File: src/rtl/cst_params.svh
// Purpose: constants of the charge stage threshold and temperature fault block
// Assumes: register offsets are byte addresses on the serial register port
// Notes:   one step of a stage threshold code is 0.5 percent of stage-2 voltage
`ifndef CST_PARAMS_SVH
`define CST_PARAMS_SVH
`define CST_OFS_UP_THR      8'h3e
`define CST_OFS_DN_THR      8'h3f
`define CST_OFS_LO_TEMP     8'h40
`define CST_OFS_HI_TEMP     8'h41
`define CST_OFS_FAULT_STAT  8'h42
`define CST_OFS_MISC        8'h43
`define CST_RST_UP_THR      8'h8c
`define CST_RST_DN_THR      8'h84
`define CST_RST_LO_TEMP     8'h80
`define CST_RST_HI_TEMP     8'h7f
`define CST_RST_MISC        8'h00
`define CST_THR_SCALE       8'hc8
`define CST_THR_MAX         8'hb4
`define CST_HYST_DEGC       8'h05
`define CST_TEMP_OFF_LO     8'h80
`define CST_TEMP_OFF_HI     8'h7f
`define CST_BIT_TC          0
`define CST_BIT_COLD        0
`define CST_BIT_HOT         1
`endif

File: src/rtl/cst_pkg.sv
// Purpose: types of the charge stage threshold and temperature fault block
// Assumes: 8-bit register port, 16-bit voltage measurements
// Notes:   state and carriers only
package cst_pkg;
  typedef enum logic [1:0] {
    CST_TRICKLE,
    CST_CC,
    CST_CV,
    CST_REDUCED_CV
  } cst_stage_t;

  typedef struct packed {
    logic       wr;
    logic [7:0] addr;
    logic [7:0] wdata;
  } cst_reg_req_t;

  typedef struct packed {
    logic [15:0] vbat;
    logic [15:0] stage2_voltage;
    logic [7:0]  battery_temp_input;
  } cst_meas_t;
endpackage

File: src/rtl/cst_thr_scale.sv
// Purpose: turns a threshold code into an absolute voltage
// Assumes: code is twice the percentage of stage-2 voltage
// Notes:   purely combinational; the divide is by a constant
`timescale 1ns/1ps
`include "cst_params.svh"
module cst_thr_scale (
  // code and reference
  input  wire logic [7:0]  code,
  input  wire logic [15:0] stage2_voltage,
  // scaled threshold
  output logic [15:0]      level
);
  logic [23:0] prod;
  logic [23:0] quot;
  always_comb begin
    // 0.5 percent per step: level = v * code / 200
    prod  = 24'(stage2_voltage) * 24'(code);
    quot  = prod / 24'(`CST_THR_SCALE);
    // levels past 16 bits saturate instead of wrapping to a low level
    level = (quot[23:16] != 8'h00) ? '1 : quot[15:0];
  end
endmodule

File: src/rtl/cst_stage_ctrl.sv
// Purpose: stage thresholds and battery temperature fault flags
// Assumes: measurements are synchronous samples taken every clock
// Notes:   registers reached by the serial register port's byte access
`timescale 1ns/1ps
`include "cst_params.svh"
module cst_stage_ctrl
  import cst_pkg::*;
(
  // clock and reset
  input  wire logic            clk,
  input  wire logic            rst,
  // register port
  input  cst_pkg::cst_reg_req_t reg_req,
  output logic [7:0]           reg_rdata,
  // measurements and charge progress
  input  cst_pkg::cst_meas_t   meas,
  input  wire logic [15:0]     comp_stage2_voltage,
  input  wire logic            cv_reached,
  input  wire logic            enter_reduced_cv,
  // status
  output cst_pkg::cst_stage_t  stage,
  output logic                 cold_battery_flag,
  output logic                 hot_battery_flag,
  output logic                 algo_restart,
  output logic                 temp_comp_on
);
  import cst_pkg::*;

  typedef struct packed {
    logic [7:0]  up_thr;
    logic [7:0]  dn_thr;
    logic [7:0]  lo_temp;
    logic [7:0]  hi_temp;
    logic [7:0]  misc;
    logic        cold;
    logic        hot;
    logic        restart;
    cst_stage_t  stage;
    logic [7:0]  rdata;
  } cst_state_t;

  cst_state_t st_r;
  cst_state_t st_nxt;

  logic [15:0] ref_v;
  logic [15:0] up_level;
  logic [15:0] dn_level;
  logic signed [8:0] temp_s;
  logic signed [8:0] lo_s;
  logic signed [8:0] hi_s;
  logic signed [8:0] hyst_s;

  // compensated reference only when compensation is enabled
  assign ref_v = st_r.misc[`CST_BIT_TC] ? comp_stage2_voltage
                                        : meas.stage2_voltage;

  cst_thr_scale u_up (
    .code           (st_r.up_thr),
    .stage2_voltage (ref_v),
    .level          (up_level)
  );

  cst_thr_scale u_dn (
    .code           (st_r.dn_thr),
    .stage2_voltage (ref_v),
    .level          (dn_level)
  );

  // sign extension to nine bits keeps the hysteresis sums from wrapping
  assign temp_s = {meas.battery_temp_input[7], meas.battery_temp_input};
  assign lo_s   = {st_r.lo_temp[7], st_r.lo_temp};
  assign hi_s   = {st_r.hi_temp[7], st_r.hi_temp};
  assign hyst_s = {1'b0, `CST_HYST_DEGC};

  always_comb begin
    st_nxt = st_r;
    st_nxt.restart = 1'b0;
    // register writes; codes above 0xb4 are stored as written
    if (reg_req.wr) begin
      unique case (reg_req.addr)
        `CST_OFS_UP_THR:  st_nxt.up_thr  = reg_req.wdata;
        `CST_OFS_DN_THR:  st_nxt.dn_thr  = reg_req.wdata;
        `CST_OFS_LO_TEMP: st_nxt.lo_temp = reg_req.wdata;
        `CST_OFS_HI_TEMP: st_nxt.hi_temp = reg_req.wdata;
        `CST_OFS_MISC:    st_nxt.misc    = reg_req.wdata;
        default: ;
      endcase
    end
    // read data captured each cycle; unmapped offsets read zero
    unique case (reg_req.addr)
      `CST_OFS_UP_THR:     st_nxt.rdata = st_r.up_thr;
      `CST_OFS_DN_THR:     st_nxt.rdata = st_r.dn_thr;
      `CST_OFS_LO_TEMP:    st_nxt.rdata = st_r.lo_temp;
      `CST_OFS_HI_TEMP:    st_nxt.rdata = st_r.hi_temp;
      `CST_OFS_MISC:       st_nxt.rdata = st_r.misc;
      `CST_OFS_FAULT_STAT: st_nxt.rdata = {6'h00, st_r.hot, st_r.cold};
      default:             st_nxt.rdata = 8'h00;
    endcase
    // cold fault with hysteresis; -128 limit never trips
    if (st_r.lo_temp == `CST_TEMP_OFF_LO) begin
      st_nxt.cold = 1'b0;
    end else if (temp_s <= lo_s) begin
      st_nxt.cold = 1'b1;
    end else if (temp_s > lo_s + hyst_s) begin
      st_nxt.cold = 1'b0;
    end
    // hot fault with hysteresis; 127 limit never trips
    if (st_r.hi_temp == `CST_TEMP_OFF_HI) begin
      st_nxt.hot = 1'b0;
    end else if (temp_s >= hi_s) begin
      st_nxt.hot = 1'b1;
    end else if (temp_s < hi_s - hyst_s) begin
      st_nxt.hot = 1'b0;
    end
    // stage selection from the scaled thresholds
    unique case (st_r.stage)
      CST_TRICKLE: begin
        if (meas.vbat >= up_level) begin
          st_nxt.stage = CST_CC;
        end
      end
      CST_CC: begin
        if (meas.vbat < dn_level) begin
          st_nxt.stage = CST_TRICKLE;
        end else if (cv_reached) begin
          st_nxt.stage = CST_CV;
        end
      end
      CST_CV, CST_REDUCED_CV: begin
        if (meas.vbat < dn_level) begin
          st_nxt.stage   = CST_TRICKLE;
          st_nxt.restart = 1'b1;
        end else if (st_r.stage == CST_CV && enter_reduced_cv) begin
          st_nxt.stage = CST_REDUCED_CV;
        end
      end
    endcase
  end

  always_ff @(posedge clk) begin
    if (rst) begin
      st_r.up_thr  <= `CST_RST_UP_THR;
      st_r.dn_thr  <= `CST_RST_DN_THR;
      st_r.lo_temp <= `CST_RST_LO_TEMP;
      st_r.hi_temp <= `CST_RST_HI_TEMP;
      st_r.misc    <= `CST_RST_MISC;
      st_r.cold    <= 1'b0;
      st_r.hot     <= 1'b0;
      st_r.restart <= 1'b0;
      st_r.stage   <= CST_TRICKLE;
      st_r.rdata   <= 8'h00;
    end else begin
      st_r <= st_nxt;
    end
  end

  assign reg_rdata         = st_r.rdata;
  assign stage             = st_r.stage;
  assign cold_battery_flag = st_r.cold;
  assign hot_battery_flag  = st_r.hot;
  assign algo_restart      = st_r.restart;
  assign temp_comp_on      = st_r.misc[`CST_BIT_TC];

  // a disabled limit never raises a flag
  a_cold_disabled: assert property (
    @(posedge clk) disable iff (rst)
    $past(st_r.lo_temp) == `CST_TEMP_OFF_LO && !$past(rst)
    |-> !st_r.cold)
    else $error("cold flag set with low limit disabled");

  a_hot_disabled: assert property (
    @(posedge clk) disable iff (rst)
    $past(st_r.hi_temp) == `CST_TEMP_OFF_HI && !$past(rst)
    |-> !st_r.hot)
    else $error("hot flag set with high limit disabled");

  // flags set on the next edge, hold inside the band, clear past it
  a_cold_sets: assert property (
    @(posedge clk) disable iff (rst)
    st_r.lo_temp != `CST_TEMP_OFF_LO && temp_s <= lo_s
    |=> st_r.cold)
    else $error("cold flag missed at low limit");

  a_hot_sets: assert property (
    @(posedge clk) disable iff (rst)
    st_r.hi_temp != `CST_TEMP_OFF_HI && temp_s >= hi_s
    |=> st_r.hot)
    else $error("hot flag missed at high limit");

  a_cold_holds: assert property (
    @(posedge clk) disable iff (rst)
    st_r.cold && st_r.lo_temp != `CST_TEMP_OFF_LO
    && temp_s <= lo_s + hyst_s
    |=> st_r.cold)
    else $error("cold flag cleared inside hysteresis band");

  a_hot_holds: assert property (
    @(posedge clk) disable iff (rst)
    st_r.hot && st_r.hi_temp != `CST_TEMP_OFF_HI
    && temp_s >= hi_s - hyst_s
    |=> st_r.hot)
    else $error("hot flag cleared inside hysteresis band");

  a_cold_clears: assert property (
    @(posedge clk) disable iff (rst)
    st_r.cold && temp_s > lo_s + hyst_s
    |=> !st_r.cold)
    else $error("cold flag stuck above hysteresis band");

  a_hot_clears: assert property (
    @(posedge clk) disable iff (rst)
    st_r.hot && temp_s < hi_s - hyst_s
    |=> !st_r.hot)
    else $error("hot flag stuck below hysteresis band");

  // status bits mirror the flags one edge after the offset is presented
  a_status_read: assert property (
    @(posedge clk) disable iff (rst)
    reg_req.addr == `CST_OFS_FAULT_STAT
    |=> reg_rdata == {6'h00, $past(st_r.hot), $past(st_r.cold)})
    else $error("fault status does not mirror the flags");

  a_up_write: assert property (
    @(posedge clk) disable iff (rst)
    reg_req.wr && reg_req.addr == `CST_OFS_UP_THR
    |=> st_r.up_thr == $past(reg_req.wdata))
    else $error("up threshold write lost");

  a_dn_write: assert property (
    @(posedge clk) disable iff (rst)
    reg_req.wr && reg_req.addr == `CST_OFS_DN_THR
    |=> st_r.dn_thr == $past(reg_req.wdata))
    else $error("down threshold write lost");

  a_lo_write: assert property (
    @(posedge clk) disable iff (rst)
    reg_req.wr && reg_req.addr == `CST_OFS_LO_TEMP
    |=> st_r.lo_temp == $past(reg_req.wdata))
    else $error("low limit write lost");

  a_hi_write: assert property (
    @(posedge clk) disable iff (rst)
    reg_req.wr && reg_req.addr == `CST_OFS_HI_TEMP
    |=> st_r.hi_temp == $past(reg_req.wdata))
    else $error("high limit write lost");

  // stage moves
  a_trickle_up: assert property (
    @(posedge clk) disable iff (rst)
    st_r.stage == CST_TRICKLE && meas.vbat >= up_level
    |=> st_r.stage == CST_CC)
    else $error("no move to constant current at up threshold");

  a_trickle_holds: assert property (
    @(posedge clk) disable iff (rst)
    st_r.stage == CST_TRICKLE && meas.vbat < up_level
    |=> st_r.stage == CST_TRICKLE)
    else $error("left trickle below up threshold");

  a_cc_down: assert property (
    @(posedge clk) disable iff (rst)
    st_r.stage == CST_CC && meas.vbat < dn_level
    |=> st_r.stage == CST_TRICKLE)
    else $error("no return to trickle below down threshold");

  a_cc_no_restart: assert property (
    @(posedge clk) disable iff (rst)
    st_r.stage == CST_CC |=> !algo_restart)
    else $error("restart pulse on return from constant current");

  a_cv_restart: assert property (
    @(posedge clk) disable iff (rst)
    (st_r.stage == CST_CV || st_r.stage == CST_REDUCED_CV)
    && meas.vbat < dn_level
    |=> algo_restart && st_r.stage == CST_TRICKLE ##1 !algo_restart)
    else $error("charging not restarted below down threshold");

  a_restart_source: assert property (
    @(posedge clk) disable iff (rst)
    algo_restart |-> st_r.stage == CST_TRICKLE
    && ($past(st_r.stage) == CST_CV || $past(st_r.stage) == CST_REDUCED_CV))
    else $error("restart pulse outside constant voltage stages");

  // scaled levels are the floor of reference times code over the scale
  a_ref_select: assert property (
    @(posedge clk) disable iff (rst)
    temp_comp_on && st_r.up_thr <= `CST_THR_MAX
    |-> 32'(up_level) * 32'(`CST_THR_SCALE)
        <= 32'(comp_stage2_voltage) * 32'(st_r.up_thr)
    && 32'(comp_stage2_voltage) * 32'(st_r.up_thr)
        < (32'(up_level) + 32'h1) * 32'(`CST_THR_SCALE))
    else $error("up level does not follow compensated voltage");

  a_ref_plain: assert property (
    @(posedge clk) disable iff (rst)
    !temp_comp_on && st_r.up_thr <= `CST_THR_MAX
    |-> 32'(up_level) * 32'(`CST_THR_SCALE)
        <= 32'(meas.stage2_voltage) * 32'(st_r.up_thr)
    && 32'(meas.stage2_voltage) * 32'(st_r.up_thr)
        < (32'(up_level) + 32'h1) * 32'(`CST_THR_SCALE))
    else $error("up level does not follow stage-2 voltage");

  a_dn_scaled: assert property (
    @(posedge clk) disable iff (rst)
    st_r.dn_thr <= `CST_THR_MAX
    |-> 32'(dn_level) * 32'(`CST_THR_SCALE)
        <= 32'(ref_v) * 32'(st_r.dn_thr)
    && 32'(ref_v) * 32'(st_r.dn_thr)
        < (32'(dn_level) + 32'h1) * 32'(`CST_THR_SCALE))
    else $error("down level off the code scale");
endmodule

File: config.mk
export PLATFORM = sky130hd
export DESIGN_NAME = cst_stage_ctrl
export DESIGN_NICKNAME = d
export VERILOG_FILES = /design/src/rtl/cst_pkg.sv /design/src/rtl/cst_thr_scale.sv /design/src/rtl/cst_stage_ctrl.sv
export VERILOG_INCLUDE_DIRS = /design/src /design/src/rtl
export SDC_FILE = /design/constraint.sdc
export NUM_CORES = 1
export LEC_CHECK = 0
export CORE_MARGIN = 10
export CORE_UTILIZATION = 55
export CTS_BUF_LIST = sky130_fd_sc_hd__clkbuf_4 sky130_fd_sc_hd__clkbuf_8 sky130_fd_sc_hd__clkbuf_16
export CTS_CLUSTER_SIZE = 30
export DETAILED_ROUTE_END_ITERATION = 7
export DONT_BUFFER_PORTS = 1
export PLACE_DENSITY = 0.74
export SETUP_SLACK_MARGIN = 0.5
export SKIP_CTS_REPAIR_TIMING = 1
export SYNTH_ARGS = -nofsm -noshare
export SYNTH_HDL_FRONTEND = slang
export SYNTH_HIERARCHICAL = 1
export SYNTH_SLANG_ARGS = --single-unit
File: constraint.sdc
create_clock -name clk -period 41.7 [get_ports clk]
set_clock_uncertainty 0.15 [all_clocks]
set_input_delay 8.34 -clock clk [delete_from_list [all_inputs] [get_ports clk]]
set_output_delay 8.34 -clock clk [all_outputs]
set_load 0.005 [all_outputs]
==> PnR_summary.wiki <==
{| class="wikitable"
! Metric !! Value
|-
| Depth of the worst register-to-register path || 52
|-
| Yosys top cell by area || fa_1
|-
| DIE WIDTH || around 210 um
|-
| Routed wire per std cell || ~19 um
|-
| Max H-tree Level || 2
|-
| Number of enable-type register cells in the synthesized netlist || 0
|-
| Number of stages on the worst setup path || 52
|-
| Maximum clock frequency || 0.0408 GHz
|-
| Critical path's largest stage delay || 0.86 ns
|-
| Vias in the first global route || 19,307
|-
| Launching instance or port of the critical path || comp_stage2_voltage[10]
|-
| Share of async-settable or async-resettable flops after synthesis || 0%
|-
| Arrival time of data at the critical path endpoint || 24.58 ns
|-
| Count of distinct cell types in the synthesized netlist || between 100 and 150
|-
| FF-to-FF End || stage[0]
|-
| Critical-path maximum fanout || 16
|-
| Slack of the worst reg-to-reg path || roughly 24 ns
|-
| Initial antenna violation count || 2
|-
| Residual antenna-violating net count after detailed routing || 0
|-
| Clock transition at the register clock pins on the worst setup and hold paths after CTS || around 0.09 ns
|-
| Number of I/O port buffers || 0
|-
| Met1 usage || between 30% and 40%
|-
| Number of register bits inferred by synthesis || 53
|-
| Portion of the post-synthesis area used by sequential elements || under 10%
|-
| Die boundary height || between 200 and 250 um
|-
| Syn avg cell area || 7.71 um2
|-
| First-pass iteration count of the detailed router || 6
|-
| Number of endpoints failing setup at the final stage || 0
|-
| Global router's overall resource usage || 25.4%
|-
| Syn_nets || ~3,000
|-
| Clock period minus final worst setup slack || ~24 ns
|-
| End point of the critical path || stage[0]
|-
| Initial Utilization || between 50% and 60%
|-
| Total count of hold-check failures in the final report || 0
|-
| Run status || finished, final reports clean
|-
| Area share of the largest cell type after synthesis || between 10% and 20%
|-
| Busiest metal layer after global routing || met2
|-
| Iter 0 DRT Violations || 1,821
|-
| Post-Synthesis Cells || 2,640
|-
| Count of pins over their slew limit || 0
|-
| Worst Tran Pin Value || approximately 1.2 ns
|-
| Setup crit end kind || flop
|-
| Total negative slack for setup checks || 0 ns
|-
| Clock buffer depth || 2
|-
| Die footprint || around 45,000 um2
|-
| Part of the cycle the worst path needs || 58.7%
|-
| Post-layout nets || a little under 3,000
|-
| Placed wire-length estimate || between 40,000 and 50,000 um
|-
| Final GP Congestion || ~1
|-
| Unrepaired setup endpoints after global routing || no
|-
| Pin count of the biggest net entering global routing || 47
|-
| Area contributors post-synth || fa_1 17%, ha_1 9.7%, and2_1 7.3%
|-
| Global-route track usage on met2 || around 43%
|-
| Routed wire length || just under 60,000 um
|-
| Antenna fix cells || 0
|-
| Hold/Removal Path Class || reg -> reg
|-
| Ys Warns || 6
|-
| Fraction of layout instances using a drive strength above 1 || between 6 and 7%
|-
| Worst path bufs/invs || 4
|-
| DR vias || 19,818
|-
| Met3 Resource Use GR || between 3 and 4%
|-
| Critical path class || in -> reg
|-
| Normalized max-slew margin || between 20% and 30%
|-
| Startpoint of the lowest-slack register-to-register path || temp_comp_on
|-
| Post-synthesis to final-layout area growth || 1.22%
|-
| Nature of the critical path startpoint || primary input
|-
| Kind of cell adding the most delay to the critical path || compound AO/OA/AOI/OAI gates
|-
| Wire length of the first global-routing pass || 97,000 um
|-
| DRC errors left || 0
|-
| Clock tree from TritonCTS || done
|-
| Post-synthesis cell area || ~20,000 um2
|-
| Ports placed on the boundary || roughly 90
|-
| Total core area || about 37,000 um2
|-
| Sinks on the clock net || 53
|-
| CP required || approximately 42 ns
|-
| Worst skew pair latency || about 0.32 ns
|-
| Total global routing overflow || 0
|-
| Most used DFF post-synth || dfxtp_1
|-
| Number of violations of the max-capacitance limit || 0
|-
| Hold Crit Depth || 2
|-
| # rows || 70
|-
| CTS root buffer || clkbuf_16
|-
| Number of clock buffers inserted by TritonCTS || 5
|-
| Drt via density || 6.58
|-
| Cell with the largest stage delay on the worst path || o2bb2ai_1
|}
## how the worst min path moves through the flow
| stage | startpoint | endpoint | slack (ns) |
|---|---|---|---|
| 2_1_floorplan | st_r[14] | st_r[14] | 0.28 |
| 3_3_place_gp | st_r[17] | st_r[17] | 0.29 |
| 5_1_grt | st_r[20] | st_r[20] | 0.33 |
| 3_5_place_dp | st_r[19] | st_r[19] | 0.29 |
| 4_1_cts | st_r[19] | st_r[19] | 0.30 |
| 6_report | st_r[18] | st_r[18] | 0.30 |
## routing by layer
metal | vias up | part of all wire (%)
met1 | 9562 | 44
met5 | - | 0.034
met2 | 819 | 47
met3 | 93 | 7.0
met4 | 2 | 1.8
li1 | 9342 | -
## stage by stage
step	setup slack (ns)	std cells	utilization (%)	cell area (um2)	hold slack, ns
3_3_place_gp	17.35	3006	56.0	20400	0.288
3_5_place_dp	17.16	3006	56.0	20400	0.290
4_1_cts	17.46	3014	56.4	20600	0.301
2_1_floorplan	20.04	2640	-	20400	0.283
6_report	17.21	3014	56.4	20600	0.301
5_1_grt	15.85	3014	56.4	20600	0.327
## logic make-up (layout without fill, tap and decap cells)
| family | count (synthesis) | in the layout | share of synthesized area, % |
|---|---|---|---|
| and+or+nand+nor | 949 | 949 | 24.3 |
| adders and majority gates | 334 | 334 | 26.6 |
| DFF | 53 | 53 | 5.21 |
| muxes | 54 | 54 | 3.01 |
| AOI/OAI and AO/OA | 788 | 788 | 29.4 |
| xor gates and xnor gates | 87 | 87 | 3.92 |
| buffers and inverters | 375 | 281 | 7.57 |
## final cells by class
cell class / count / area (um2)
Clock buffer: 5 / 125
Clock inverter: 3 / 33.8
Fill cell: 3445 / 15900
Inverter: 268 / 1010
Multi-Input combinational cell: 2212 / 17800
Sequential cell: 53 / 1060
Tap cell: 468 / 586
Timing Repair Buffer: 5 / 37.5
## synth_stat cells (27+ instances only)
library cell / n
nor3_1: 55
nor2_1: 148
buf_2: 33
o21a_1: 33
mux2_2: 27
inv_1: 267
fa_1: 168
o21ai_0: 87
a21o_1: 29
nand3_1: 88
nand2_1: 247
a21oi_1: 152
xor2_1: 30
a211o_1: 27
a211oi_1: 28
clkbuf_1: 52
o211ai_1: 47
dfxtp_1: 53
and2_1: 237
o21ai_1: 33
xnor2_1: 53
a31oi_1: 32
ha_1: 157
## sequential cells by signal, summed over array words and instances, names as in the netlist
name,flops
hot_battery_flag,1
st_r,23
lo_s,8
temp_comp_on,1
reg_rdata,8
hi_s,8
stage,2
cold_battery_flag,1
algo_restart,1
## cell usage in the layout (no fill, tap or decap), drive strengths merged, types with 10 or more instances in the layout
master and instances:
inv 268, o31ai 23, a21o 29, o21ai 122
a31oi 36, mux2i 22, nor4 15, dfxtp 53
o211a 18, a22oi 13, a2bb2oi 11, o221ai 15
nand4 25, and2 240, xnor2 56, o21a 33
ha 157, o21bai 11, o211ai 53, o22ai 18
xor2 30, a222oi 10, a21oi 165, nand2 249
nand3 89, o2111ai 14, fa 168, mux2 32
a221oi 12, nor3 61, o31a 12, a211oi 42
nor2 150, nand2b 20, and3 22, a311oi 11
or3 22, a211o 28, or2 20
## worst register-to-register path, delay by kind of cell (launching register included)
kind	cells	cell delay (ns)
buffers and inverters	4	0.19
and+or+nand+nor	14	3.56
muxes	2	0.95
xor gates and xnor gates	3	1.80
AOI/OAI and AO/OA	23	7.02
adders and majority gates	6	2.87
DFF	1	1.01
Power is not shown: default switching activity piles up to over one toggle a cycle in this logic, so the estimate is an artifact.
